--- config.mk ---
export PLATFORM = sky130hd
export DESIGN_NAME = rexs_sequencer
export DESIGN_NICKNAME = d
export VERILOG_FILES = /design/src/rexs_pkg.sv /design/src/rexs_sync.sv /design/src/rexs_sequencer.sv
export SDC_FILE = /design/constraint.sdc
export NUM_CORES = 1
export LEC_CHECK = 0
export BUFFER_PORTS_ARGS = -buffer_cell sky130_fd_sc_hd__buf_2
export CAP_MARGIN = 20
export CORE_MARGIN = 2
export CORE_UTILIZATION = 44
export DETAILED_ROUTE_END_ITERATION = 16
export PLACE_DENSITY = 0.72
export SYNTH_ARGS = -nofsm -noshare
export SYNTH_HDL_FRONTEND = slang
export SYNTH_SLANG_ARGS = --single-unit
export TNS_END_PERCENT = 100
--- constraint.sdc ---
create_clock -name clk_i -period 2.7 [get_ports clk_i]
set_input_delay 0 -clock clk_i [delete_from_list [all_inputs] [get_ports clk_i]]
set_output_delay 0 -clock clk_i [all_outputs]
set_load 0.02 [all_outputs]
--- src/rexs_pkg.sv ---
/*
  package of the reset exception sequencer: sequencer states, vector addresses,
  condition code layout, reset values and timing counts.
  assumes a single 100 MHz system clock.
*/
package rexs_pkg;

  // ---------------------------------------------------------------
  // timing
  // ---------------------------------------------------------------
  localparam int unsigned CLK_PERIOD_NS = 10;
  localparam int unsigned MIN_HOLD_CYCLES = 10;
  localparam logic [3:0] HOLD_CNT_MAX = 4'(MIN_HOLD_CYCLES);

  // ---------------------------------------------------------------
  // vector and register layout
  // ---------------------------------------------------------------
  localparam logic [15:0] VEC_ADDR_HI = 16'h0000;
  localparam logic [15:0] VEC_ADDR_LO = 16'h0001;
  localparam logic [15:0] PC_RST = 16'h0000;
  localparam int unsigned CCR_I_BIT = 7;
  localparam logic [7:0] CCR_RST = 8'h80;

  // ---------------------------------------------------------------
  // types
  // ---------------------------------------------------------------
  typedef enum logic [2:0] {
    ST_HELD,
    ST_MASK,
    ST_FETCH_HI,
    ST_FETCH_LO,
    ST_LOAD,
    ST_RUN
  } rexs_state_type;

  typedef struct packed {
    logic req;
    logic [15:0] addr;
  } rexs_fetch_type;

endpackage

--- src/rexs_sync.sv ---
/*
  two flip-flop synchroniser for one level.
  assumes the input may change at any time relative to clk_i.
*/
`timescale 1ns/1ps
module rexs_sync
(
  // clock and reset
  input wire logic clk_i,
  input wire logic rst_b_i,
  // level
  input wire logic async_i,
  output logic sync_o
);

  logic meta_r;
  logic sync_r;

  always_ff @(posedge clk_i or negedge rst_b_i)
  begin
    if (!rst_b_i)
    begin
      meta_r <= 1'b0;
      sync_r <= 1'b0;
    end
    else
    begin
      meta_r <= async_i;
      sync_r <= meta_r;
    end
  end

  assign sync_o = sync_r;

endmodule

--- src/rexs_sequencer.sv ---
/*
  reset exception sequencer: holds core and peripherals in reset while the chip
  init pin is low, then masks interrupts, fetches the reset vector, loads the
  program counter and lets execution start.
  assumes a byte-wide program memory answering one cycle after a fetch request.
*/
// Functional notes
// - while pin low, halt processing and hold cpu and peripheral state initial
// - on release after valid hold, start reset exception sequence, not earlier work
// - first step sets interrupt mask bit of condition code register to 1
// - fetch start address from vector 0000-0001, load program counter, execute
`timescale 1ns/1ps
module rexs_sequencer
(
  // clock and reset
  input wire logic clk_i,
  input wire logic rst_b_i,
  // reset pin
  input wire logic chip_init_pin_n_i,
  // vector fetch
  output rexs_pkg::rexs_fetch_type fetch_o,
  input wire logic [7:0] fetch_data_i,
  // core control
  output logic periph_rst_o,
  output logic cpu_run_o,
  output logic [7:0] condition_code_register_o,
  output logic [15:0] pc_o
);

  // ---------------------------------------------------------------
  // pin synchroniser
  // ---------------------------------------------------------------
  logic pin_n_sync;

  rexs_sync u_sync
  (
    .clk_i(clk_i),
    .rst_b_i(rst_b_i),
    .async_i(chip_init_pin_n_i),
    .sync_o(pin_n_sync)
  );

  // ---------------------------------------------------------------
  // sequencer
  // ---------------------------------------------------------------
  rexs_pkg::rexs_state_type state_r, state_nxt;
  logic [3:0] hold_r, hold_nxt;
  logic armed_r, armed_nxt;
  logic [7:0] ccr_r, ccr_nxt;
  logic [15:0] pc_r, pc_nxt;
  rexs_pkg::rexs_fetch_type fetch_r, fetch_nxt;
  logic prst_r, prst_nxt;
  logic run_r, run_nxt;

  always_comb
  begin
    state_nxt = state_r;
    hold_nxt = hold_r;
    armed_nxt = armed_r;
    ccr_nxt = ccr_r;
    pc_nxt = pc_r;
    fetch_nxt = '0;
    prst_nxt = prst_r;
    run_nxt = run_r;
    if (!pin_n_sync)
    begin
      state_nxt = rexs_pkg::ST_HELD;
      prst_nxt = 1'b1;
      run_nxt = 1'b0;
      ccr_nxt = rexs_pkg::CCR_RST;
      pc_nxt = rexs_pkg::PC_RST;
      if (hold_r != rexs_pkg::HOLD_CNT_MAX)
      begin
        hold_nxt = hold_r + 4'h1;
      end
      if (hold_r == rexs_pkg::HOLD_CNT_MAX - 4'h1)
      begin
        armed_nxt = 1'b1;
      end
    end
    else
    begin
      hold_nxt = 4'h0;
      case (state_r)
        rexs_pkg::ST_HELD:
        begin
          if (armed_r)
          begin
            state_nxt = rexs_pkg::ST_MASK;
            armed_nxt = 1'b0;
          end
        end
        rexs_pkg::ST_MASK:
        begin
          ccr_nxt[rexs_pkg::CCR_I_BIT] = 1'b1;
          fetch_nxt.req = 1'b1;
          fetch_nxt.addr = rexs_pkg::VEC_ADDR_HI;
          state_nxt = rexs_pkg::ST_FETCH_HI;
        end
        rexs_pkg::ST_FETCH_HI:
        begin
          pc_nxt[15:8] = fetch_data_i;
          fetch_nxt.req = 1'b1;
          fetch_nxt.addr = rexs_pkg::VEC_ADDR_LO;
          state_nxt = rexs_pkg::ST_FETCH_LO;
        end
        rexs_pkg::ST_FETCH_LO:
        begin
          pc_nxt[7:0] = fetch_data_i;
          state_nxt = rexs_pkg::ST_LOAD;
        end
        rexs_pkg::ST_LOAD:
        begin
          prst_nxt = 1'b0;
          run_nxt = 1'b1;
          state_nxt = rexs_pkg::ST_RUN;
        end
        rexs_pkg::ST_RUN:
        begin
          state_nxt = rexs_pkg::ST_RUN;
        end
        default:
        begin
          state_nxt = rexs_pkg::ST_HELD;
        end
      endcase
    end
  end

  always_ff @(posedge clk_i or negedge rst_b_i)
  begin
    if (!rst_b_i)
    begin
      state_r <= rexs_pkg::ST_HELD;
      hold_r <= 4'h0;
      armed_r <= 1'b0;
      ccr_r <= rexs_pkg::CCR_RST;
      pc_r <= rexs_pkg::PC_RST;
      fetch_r <= '0;
      prst_r <= 1'b1;
      run_r <= 1'b0;
    end
    else
    begin
      state_r <= state_nxt;
      hold_r <= hold_nxt;
      armed_r <= armed_nxt;
      ccr_r <= ccr_nxt;
      pc_r <= pc_nxt;
      fetch_r <= fetch_nxt;
      prst_r <= prst_nxt;
      run_r <= run_nxt;
    end
  end

  assign fetch_o = fetch_r;
  assign periph_rst_o = prst_r;
  assign cpu_run_o = run_r;
  assign condition_code_register_o = ccr_r;
  assign pc_o = pc_r;

  // ---------------------------------------------------------------
  // checks
  // ---------------------------------------------------------------
  property p_held_halts;
    @(posedge clk_i) disable iff (!rst_b_i)
    !pin_n_sync |=> (periph_rst_o && !cpu_run_o && !fetch_o.req);
  endproperty
  a_held_halts: assert property (p_held_halts) else $error("not halted while pin low");

  property p_short_pulse_ignored;
    @(posedge clk_i) disable iff (!rst_b_i)
    ($rose(pin_n_sync) && !armed_r) |=> state_r == rexs_pkg::ST_HELD;
  endproperty
  a_short_pulse_ignored: assert property (p_short_pulse_ignored) else $error("short pulse started sequence");

  property p_seq_starts;
    @(posedge clk_i) disable iff (!rst_b_i)
    (pin_n_sync && armed_r && state_r == rexs_pkg::ST_HELD) |=> state_r == rexs_pkg::ST_MASK;
  endproperty
  a_seq_starts: assert property (p_seq_starts) else $error("sequence did not start");

  property p_mask_first;
    @(posedge clk_i) disable iff (!rst_b_i)
    (fetch_o.req && fetch_o.addr == rexs_pkg::VEC_ADDR_HI) |-> condition_code_register_o[rexs_pkg::CCR_I_BIT];
  endproperty
  a_mask_first: assert property (p_mask_first) else $error("mask bit clear at vector fetch");

  property p_fetch_order;
    @(posedge clk_i) disable iff (!rst_b_i)
    (fetch_o.req && fetch_o.addr == rexs_pkg::VEC_ADDR_HI && pin_n_sync)
      |=> (fetch_o.req && fetch_o.addr == rexs_pkg::VEC_ADDR_LO);
  endproperty
  a_fetch_order: assert property (p_fetch_order) else $error("vector fetch order wrong");

  property p_pc_loaded;
    @(posedge clk_i) disable iff (!rst_b_i)
    (fetch_o.req && fetch_o.addr == rexs_pkg::VEC_ADDR_HI && pin_n_sync)
      ##1 pin_n_sync[*3] |=> (cpu_run_o && pc_o[7:0] == $past(fetch_data_i, 3));
  endproperty
  a_pc_loaded: assert property (p_pc_loaded) else $error("pc not loaded from vector");

  property p_run_after_fetch;
    @(posedge clk_i) disable iff (!rst_b_i)
    $rose(cpu_run_o) |-> $past(state_r, 1) == rexs_pkg::ST_LOAD;
  endproperty
  a_run_after_fetch: assert property (p_run_after_fetch) else $error("run without sequence");

  property p_sync_delay;
    @(posedge clk_i) disable iff (!rst_b_i)
    $rose(chip_init_pin_n_i) ##1 chip_init_pin_n_i |=> pin_n_sync;
  endproperty
  a_sync_delay: assert property (p_sync_delay) else $error("sync latency wrong");

  c_full_hold: cover property (@(posedge clk_i) disable iff (!rst_b_i) $rose(armed_r));
  c_seq_run: cover property (@(posedge clk_i) disable iff (!rst_b_i) $rose(cpu_run_o));
  c_reset_in_run: cover property (@(posedge clk_i) disable iff (!rst_b_i) cpu_run_o ##1 !pin_n_sync);
  c_short_pulse: cover property (@(posedge clk_i) disable iff (!rst_b_i) $rose(pin_n_sync) && !armed_r);

endmodule

* Yosys cells after proc, flatten, opt, wreduce, memory -nomap -nowiden
Index checks and enable logic that the tools add are counted.
Storage, ports and cells: register bits 46, bits of input ports 11
Cells by class: reduce and logical (&&, ||, !) cells 5, add/sub/neg operators 1, equal/unequal tests 13, muxes and demuxes 19
Operators by type and width (count):
- $pmux W17 S2 | 1
- $mux W17 | 1
- $mux W16 | 1
- $mux W8 | 2
- $pmux W3 S5 | 1
- $ne A2 B2 Y1 const B | 5
- $mux W1 | 9
- $mux W4 | 2
- $eq A3 B2 Y1 const B | 2
- $eq A3 B3 Y1 const B | 2
- $mux W3 | 2
- $add A4 B1 Y4 const B | 1
- $eq A4 B4 Y1 const B | 1
- $ne A4 B4 Y1 const B | 1
- $reduce_bool A2 Y1 | 2
- $eq A3 B1 Y1 const B | 1
- $logic_not A3 Y1 | 1
- $ne A3 B3 Y1 const B | 1
- $reduce_and A2 Y1 | 1
- $reduce_or A2 Y1 | 1

* Logic depth before layout (Yosys ltp)
Gate-level depths: netlist (run 1).
word-level depth 4, mapped depth 6

* Cells and area by module
A second synthesis (run 1) with hierarchy kept.
Unflattened totals: cells, all modules 140, area total of the unflattened synthesis 1465.2 um^2
By module, submodules not included:
- rexs_sequencer | area an instance 1415.1 um^2, times used 1, cells an instance 138, sequential area each 701.9 um^2
- rexs_sync | area an instance 50.0 um^2, times used 1, cells an instance 2, sequential area each 50.0 um^2

* Worst setup path after synthesis (run 1)
Ideal clock, no wire load.
path kind register to register, start point reg state_r[0], end point reg pc_r[13], in the netlist pc_o[13], path buffers 3, arrival time 1239 ps, slack 1344 ps, library setup time 117 ps, stages on the path, launching flop included 7, path through dfrtp_1 > buf_6 > or3b_1 > buf_6 > buf_12 > nand3_2 > o21ai_2
Between the ends: word-level cells in the longest chain between the ends 2
RTL lines:
- from (decl) | line rexs_sequencer.sv:46 | rexs_pkg::rexs_state_type state_r, state_nxt;
- from (signal assigned) | line rexs_sequencer.sv:134 | state_r <= rexs_pkg::ST_HELD;
- from (signal assigned) | line rexs_sequencer.sv:145 | state_r <= state_nxt;
- $eq A3 B2 Y1 | line rexs_sequencer.sv:84 | case (state_r)
- $ne A2 B2 Y1 (no source line)
- to (signal assigned) | line rexs_sequencer.sv:138 | pc_r <= rexs_pkg::PC_RST;
- to (signal assigned) | line rexs_sequencer.sv:149 | pc_r <= pc_nxt;
- to (decl) | line rexs_sequencer.sv:50 | logic [15:0] pc_r, pc_nxt;
Every way passes these cells. A chain may end at the register's enable or synchronous reset.

* Final worst setup path (run 1)
start point reg state_r[0], end point reg pc_r[8], in the netlist pc_o[8]
Same word-level chain as after synthesis.

==> results of run 1 <==
-- power breakdown --
group / total (mW) / switching, mW / internal [mW]
Combinational: 0.0762 / 0.0525 / 0.0237
Clock: 0.270 / 0.142 / 0.128
Sequential: 0.464 / 0.00984 / 0.454
-- metal layers --
metal / global-route usage [%] / vias to the layer above / wire length [um]
met5: 0 / - / 0
met4: 9.73 / 0 / 55
met3: 3.93 / 5 / 147
met2: 21.4 / 38 / 1180
met1: 18.1 / 474 / 1050
li1: - / 491 / -
-- layout by cell type (no fill, tap or decap), types with 2 or more instances in the layout --
cell type / n
a21boi_0: 2
nand3b_1: 3
ha_1: 3
nand3_1: 15
xnor2_1: 2
buf_2: 30
o21ai_2: 8
nand3_2: 2
dlygate4sd3_1: 10
dfrtp_1: 29
inv_1: 2
nor2_1: 7
nand2b_1: 3
o21ai_0: 10
conb_1: 23
clkbuf_4: 5
nand2_1: 11
clkbuf_1: 2
-- flip-flops by register name, indices dropped and copies added (netlist names) --
register	cells
armed_r	1
u_sync.meta_r	1
fetch_o	2
state_r	3
u_sync.sync_o	1
pc_o	16
hold_r	4
periph_rst_o	1
cpu_run_o	1
-- worst paths after layout --
path / slack (ns) / endpoint / from / cells after the start
setup / recovery: 1.11 / pc_o[8] / state_r[0] / 3
hold / removal: 0.23 / hold_r[2] / rst_b_i / 2
setup reg to reg: 1.11 / pc_o[8] / state_r[0] / 3
hold reg to reg: 0.35 / u_sync.sync_o / u_sync.meta_r / 0
max in group asynchronous: 2.05 / pc_o[5] / rst_b_i / 2
min in group clk_i: 0.32 / u_sync.meta_r / chip_init_pin_n_i / 2
-- kinds of logic after synthesis --
kind of cell / Yosys count / share of synthesized area, %
DFF: 30 / 51.3
other: 2 / 0.513
xor gates and xnor gates: 3 / 1.79
AOI/OAI and AO/OA: 24 / 11.1
adders and majority gates: 3 / 2.56
and+or+nand+nor: 44 / 15.8
buffers and inverters: 34 / 16.9
-- critical path, stage by stage, from the launching register on --
cell	delay [ns]
dfrtp_1	0.46
or3b_1	0.70
nand3_1	0.23
o21ai_2	0.07
-- timing repair --
item                                    in CTS  in global routing
hold buffers                                10                  0
resized for setup                            0                  0
endpoints found under the setup margin       0                  0
hold endpoints to repair                    46                  0
-- final cells by class --
type                       instances  area (um2)  share of cell area (%)
multi-input combinational         97         544                    32.5
timing repair buffer              41         258                    15.4
tap                               44        55.1                    3.29
sequential                        30         752                    44.9
inverter                           2        7.51                   0.448
clock buffer                       8        58.8                    3.51
==> metrics.md, run 1 <==
| Metric | Value |
|---|---|
| H-tree Lvls | 2 |
| Post-synthesis cell count | 140 |
| Count of cell types in the netlist | 29 |
| Avg Inst Size Synth | 10.5 um2 |
| Crit path max fanout | 16 |
| DR iter-0 viols | 30 |
| Initial Utilization | 47.2% |
| Worst-margin pin slew | 0.690 ns |
| Global-route total usage across every layer | 14.3% |
| DRC | 0 |
| # placed instances | 204 |
| Max-slew violations | 0 |
| # setup viols final | 0 |
| Wire per inst | 10.9 um |
| Area Overhead vs Synth | 14.3% |
| RSZ-0062 raised after global routing | no |
| Top post-synthesis cells by area | dfrtp_1, buf_4, nand3_1 |
| Nets@finish | 191 |
| Place WS | 1.13 ns |
| Skew-Pair Late Insertion Delay | 0.32 ns |
| Vias per cell | 4.54 |
| Fmax | 629 MHz |
| # rows | 20 |
| Hold Vio Cnt, Final | 0 |
| Worst min path class | primary input to async pin |
| Max rail drop VDD | 289 uV |
| TritonCTS clock tree | yes |
| Drt total wl | 2430 um |
| Area leader, netlist | dfrtp_1 |
| Seq cells post-synth | 30 |
| Crit path time final | 1.59 ns |
| Via count | 1008 |
| PwrDens | 484 nW/um2 |
| Top cell type's share of synthesized area | 49.5% |
| Die footprint | 3810 um2 |
| Non-Filler Instances | 222 |
| Global placer's final weighted congestion | 0.734 |
| Via count of the first global-routing pass | 897 |
| DRT Pass-1 Iters | 4 |
| Clock skew | 0.00506 ns |
| Critical path class | register to register |
| Grt total ovfl | 0 |
| CP arrival | 1.78 ns |
| Fill count | 285 |
| Post-CTS Setup Bufs | 0 |
| Post-synth top flop | dfrtp_1 |
| Placed cell areas | 1520 um2 |
| Diode count | 0 |
| Clock Pin Slew Worst Setup and Hold Paths | 0.09 ns |
| PortBufs | 30 |
| # IOs | 54 |
| Die height | 61.7 um |
| Clock root buffer | clkbuf_4 |
| Critical path startpoint category | register |
| Post-route cell area | 1680 um2 |
| Utilization after layout | 54.0% |
| Asr flop ratio synth | 100% |
| Sequential share of the synthesized area | 51.3% |
| Crit. End Element | register |
| Largest net degree at the start of global routing | 31 |
| Total of max-cap violations | 0 |
| Most instantiated library cell after synthesis | dfrtp_1 |
| Total power | 0.810 mW |
| Static Leak | 0.864 nW |
| Core footprint | 3100 um2 |
| Final setup TNS | 0 ns |
| Slew headroom | 54.0% |
| Period utilization | 58.8% |
| Sink Count | 30 |
| Post-DRT Antenna Nets | 0 |
| Critical path required time | 2.89 ns |
| Outcome | completed |
| Number of synthesized flops with an enable pin | 0 |
| First-pass GRT wire length | 3880 um |
| Max clock buf depth | 2 |
| TritonCTS Buffers | 5 |
| Share of layout cells above drive strength 1 | 27.0% |
| Commonest cells in the netlist | dfrtp_1, buf_4, nand3_1 |
| Final WS setup | 1.11 ns |
| Synth warn | 0 |
| Hold slack | 0.235 ns |
| Synthesized cell area | 1470 um2 |
| DP Wirelength | 1710 um |
| Chip Width | 61.7 um |
| Initial antenna violation count | 0 |
Power figures use the tool's default switching activity.
==> inputs of run 2 (changes only) <==
==> constraint.sdc (replaced) <==
create_clock -name clk_i -period 1.5 [get_ports clk_i]
set_input_delay 0 -clock clk_i [delete_from_list [all_inputs] [get_ports clk_i]]
set_output_delay 0 -clock clk_i [all_outputs]
set_load 0.02 [all_outputs]
==> metrics.md, run 2 (synthesis results as in run 1) <==
| Metric | Value |
|---|---|
| Outcome | completed (unchanged) |
| Via count of the first global-routing pass | 848 (was 897) |
| Worst-margin pin slew | 0.639 ns (was 0.690 ns) |
| TritonCTS clock tree | yes (unchanged) |
| Skew-Pair Late Insertion Delay | 0.31 ns (was 0.32 ns) |
| Max-slew violations | 0 (unchanged) |
| DP Wirelength | 1800 um (was 1710 um) |
| # rows | 20 (unchanged) |
| Global placer's final weighted congestion | 0.698 (was 0.734) |
| DRT Pass-1 Iters | 4 (unchanged) |
| Sequence of cells on the critical path | or3b_1 -> buf_4 -> nand3_1 -> o21ai_2 (was or3b_1 -> nand3_1 -> o21ai_2) |
| Post-DRT Antenna Nets | 0 (unchanged) |
| Non-Filler Instances | 226 (was 222) |
| Sink Count | 30 (unchanged) |
| Clock Pin Slew Worst Setup and Hold Paths | 0.09 ns (about the same) |
| Vias per cell | 4.52 (was 4.54) |
| Core footprint | 3100 um2 (unchanged) |
| Initial antenna violation count | 0 (unchanged) |
| Nets@finish | 195 (was 191) |
| Static Leak | 0.913 nW (was 0.864 nW) |
| Critical path required time | 1.71 ns (was 2.89 ns) |
| Critical path class | register to register (unchanged) |
| Critical path startpoint category | register (unchanged) |
| Post-CTS Setup Bufs | 0 (unchanged) |
| First-pass GRT wire length | 4000 um (was 3880 um) |
| Period utilization | 84.3% (was 58.8%) |
| DR iter-0 viols | 21 (was 30) |
| CP arrival | 1.47 ns (was 1.78 ns) |
| Clock skew | 0.00550 ns (was 0.00506 ns) |
| Most common cell after layout, fill and taps aside | buf_2 (unchanged) |
| TritonCTS Buffers | 5 (unchanged) |
| RSZ-0062 raised after global routing | no (unchanged) |
| Max rail drop VDD | 598 uV (was 289 uV) |
| Slew headroom | 57.4% (was 54.0%) |
| Crit. End Element | register (unchanged) |
| Die footprint | 3810 um2 (unchanged) |
| Via count | 1022 (was 1008) |
| DRC | 0 (unchanged) |
| Total of max-cap violations | 0 (unchanged) |
| Slowest cell on the critical path | dfrtp_1 (was or3b_1) |
| PortBufs | 30 (unchanged) |
| Max reg flops | 16 (unchanged) |
| Largest net degree at the start of global routing | 31 (unchanged) |
| CTS resizes | 0 (unchanged) |
| CTS Hold Buffers Added | 10 (unchanged) |
| Slowest cell delay on critical path | 0.42 ns (was 0.70 ns) |
| Max clock buf depth | 2 (unchanged) |
| Fmax | 790 MHz (was 629 MHz) |
| Crit path max fanout | 16 (unchanged) |
| PwrDens | 1020 nW/um2 (was 484 nW/um2) |
| Diode count | 0 (unchanged) |
| Share of layout cells above drive strength 1 | 29.7% (was 27.0%) |
| # IOs | 54 (unchanged) |
| # setup viols final | 0 (unchanged) |
| Cell family with most CP delay | simple AND/OR/NAND/NOR gates (unchanged) |
| Final setup TNS | 0 ns (unchanged) |
| Crit path time final | 1.27 ns (was 1.59 ns) |
| Worst Path Buf+Inv | 1 (was 0) |
| Chip Width | 61.7 um (unchanged) |
| Commonest cells after routing, fill and taps aside | buf_2, dfrtp_1, conb_1 (unchanged) |
| Grt total ovfl | 0 (unchanged) |
| H-tree Lvls | 2 (unchanged) |
| Die height | 61.7 um (unchanged) |
| Hold slack | 0.241 ns (was 0.235 ns) |
| Hold Vio Cnt, Final | 0 (unchanged) |
| Global-route total usage across every layer | 14.7% (was 14.3%) |
| Drt total wl | 2470 um (was 2430 um) |
| # placed instances | 208 (was 204) |
| Initial Utilization | 47.2% (unchanged) |
| Worst min path class | primary input to async pin (unchanged) |
| Clock root buffer | clkbuf_4 (unchanged) |
| Wire per inst | 10.9 um (about the same) |
| Area Overhead vs Synth | 20.8% (was 14.3%) |
## run 2: cell types whose count changed in the layout (fill, tap and decap cells not counted)
cell       previous run  this run
buf_4                 1         4
clkbuf_1              2         0
bufinv_16             0         2
buf_12                0         1
## run 2: per-stage QoR
| step | area (um2) | util [%] | setup slack (ns) | total power [mW] |
|---|---|---|---|---|
| floorplan | 1540 | - | 0.144 | 0.978 |
| CTS | 1770 | 57.1 | 0.226 | 1.83 |
| detailed placement | 1560 | 50.2 | 0.250 | 0.974 |
| global route | 1770 | 57.1 | 0.0911 | 1.89 |
| finish | 1770 | 57.1 | 0.235 | 1.80 |
| global placement | 1560 | 50.2 | 0.281 | 0.969 |
## run 2: report_power, final
part	switching, mW	leakage (nW)	internal (mW)	total (mW)
combinational	0.0994	0.446	0.0467	0.146
sequential	0.0135	0.409	0.818	0.831
clock	0.260	0.0585	0.565	0.825
total	0.373	0.913	1.43	1.80
## run 2: cell type report
type,instances,area [um2]
fill,287,1330
sequential,30,752
multi-input combinational,97,544
timing repair buffer,45,300
clock inverter,2,60.1
tap,44,55.1
clock buffer,6,51.3
inverter,2,7.51
## run 2: metal layers
layer  global-route usage (%)  vias up  routed length, um
met5                        0        -                  0
met2                     22.9       38               1230
met4                     7.29        0                 40
met1                     18.9      473               1060
met3                     4.14        4                141
li1                         -      507                  -
## run 2: worst reg2reg max path, stage by stage, from the launching register on
cell and delay, ns:
dfrtp_1 0.42, or3b_1 0.35, buf_4 0.21, nand3_1 0.12, o21ai_2 0.05
## run 2: worst paths after layout
check	endpoint	cells past startpoint	start	slack, ns
hold / removal	cpu_run_o	2	rst_b_i	0.24
max in group asynchronous	pc_o[7]	2	rst_b_i	0.84
setup / recovery	pc_o[11]	4	state_r[2]	0.23
hold reg to reg	u_sync.sync_o	0	u_sync.meta_r	0.35
min in group clk_i	u_sync.meta_r	2	chip_init_pin_n_i	0.32
setup reg to reg	pc_o[11]	4	state_r[2]	0.23
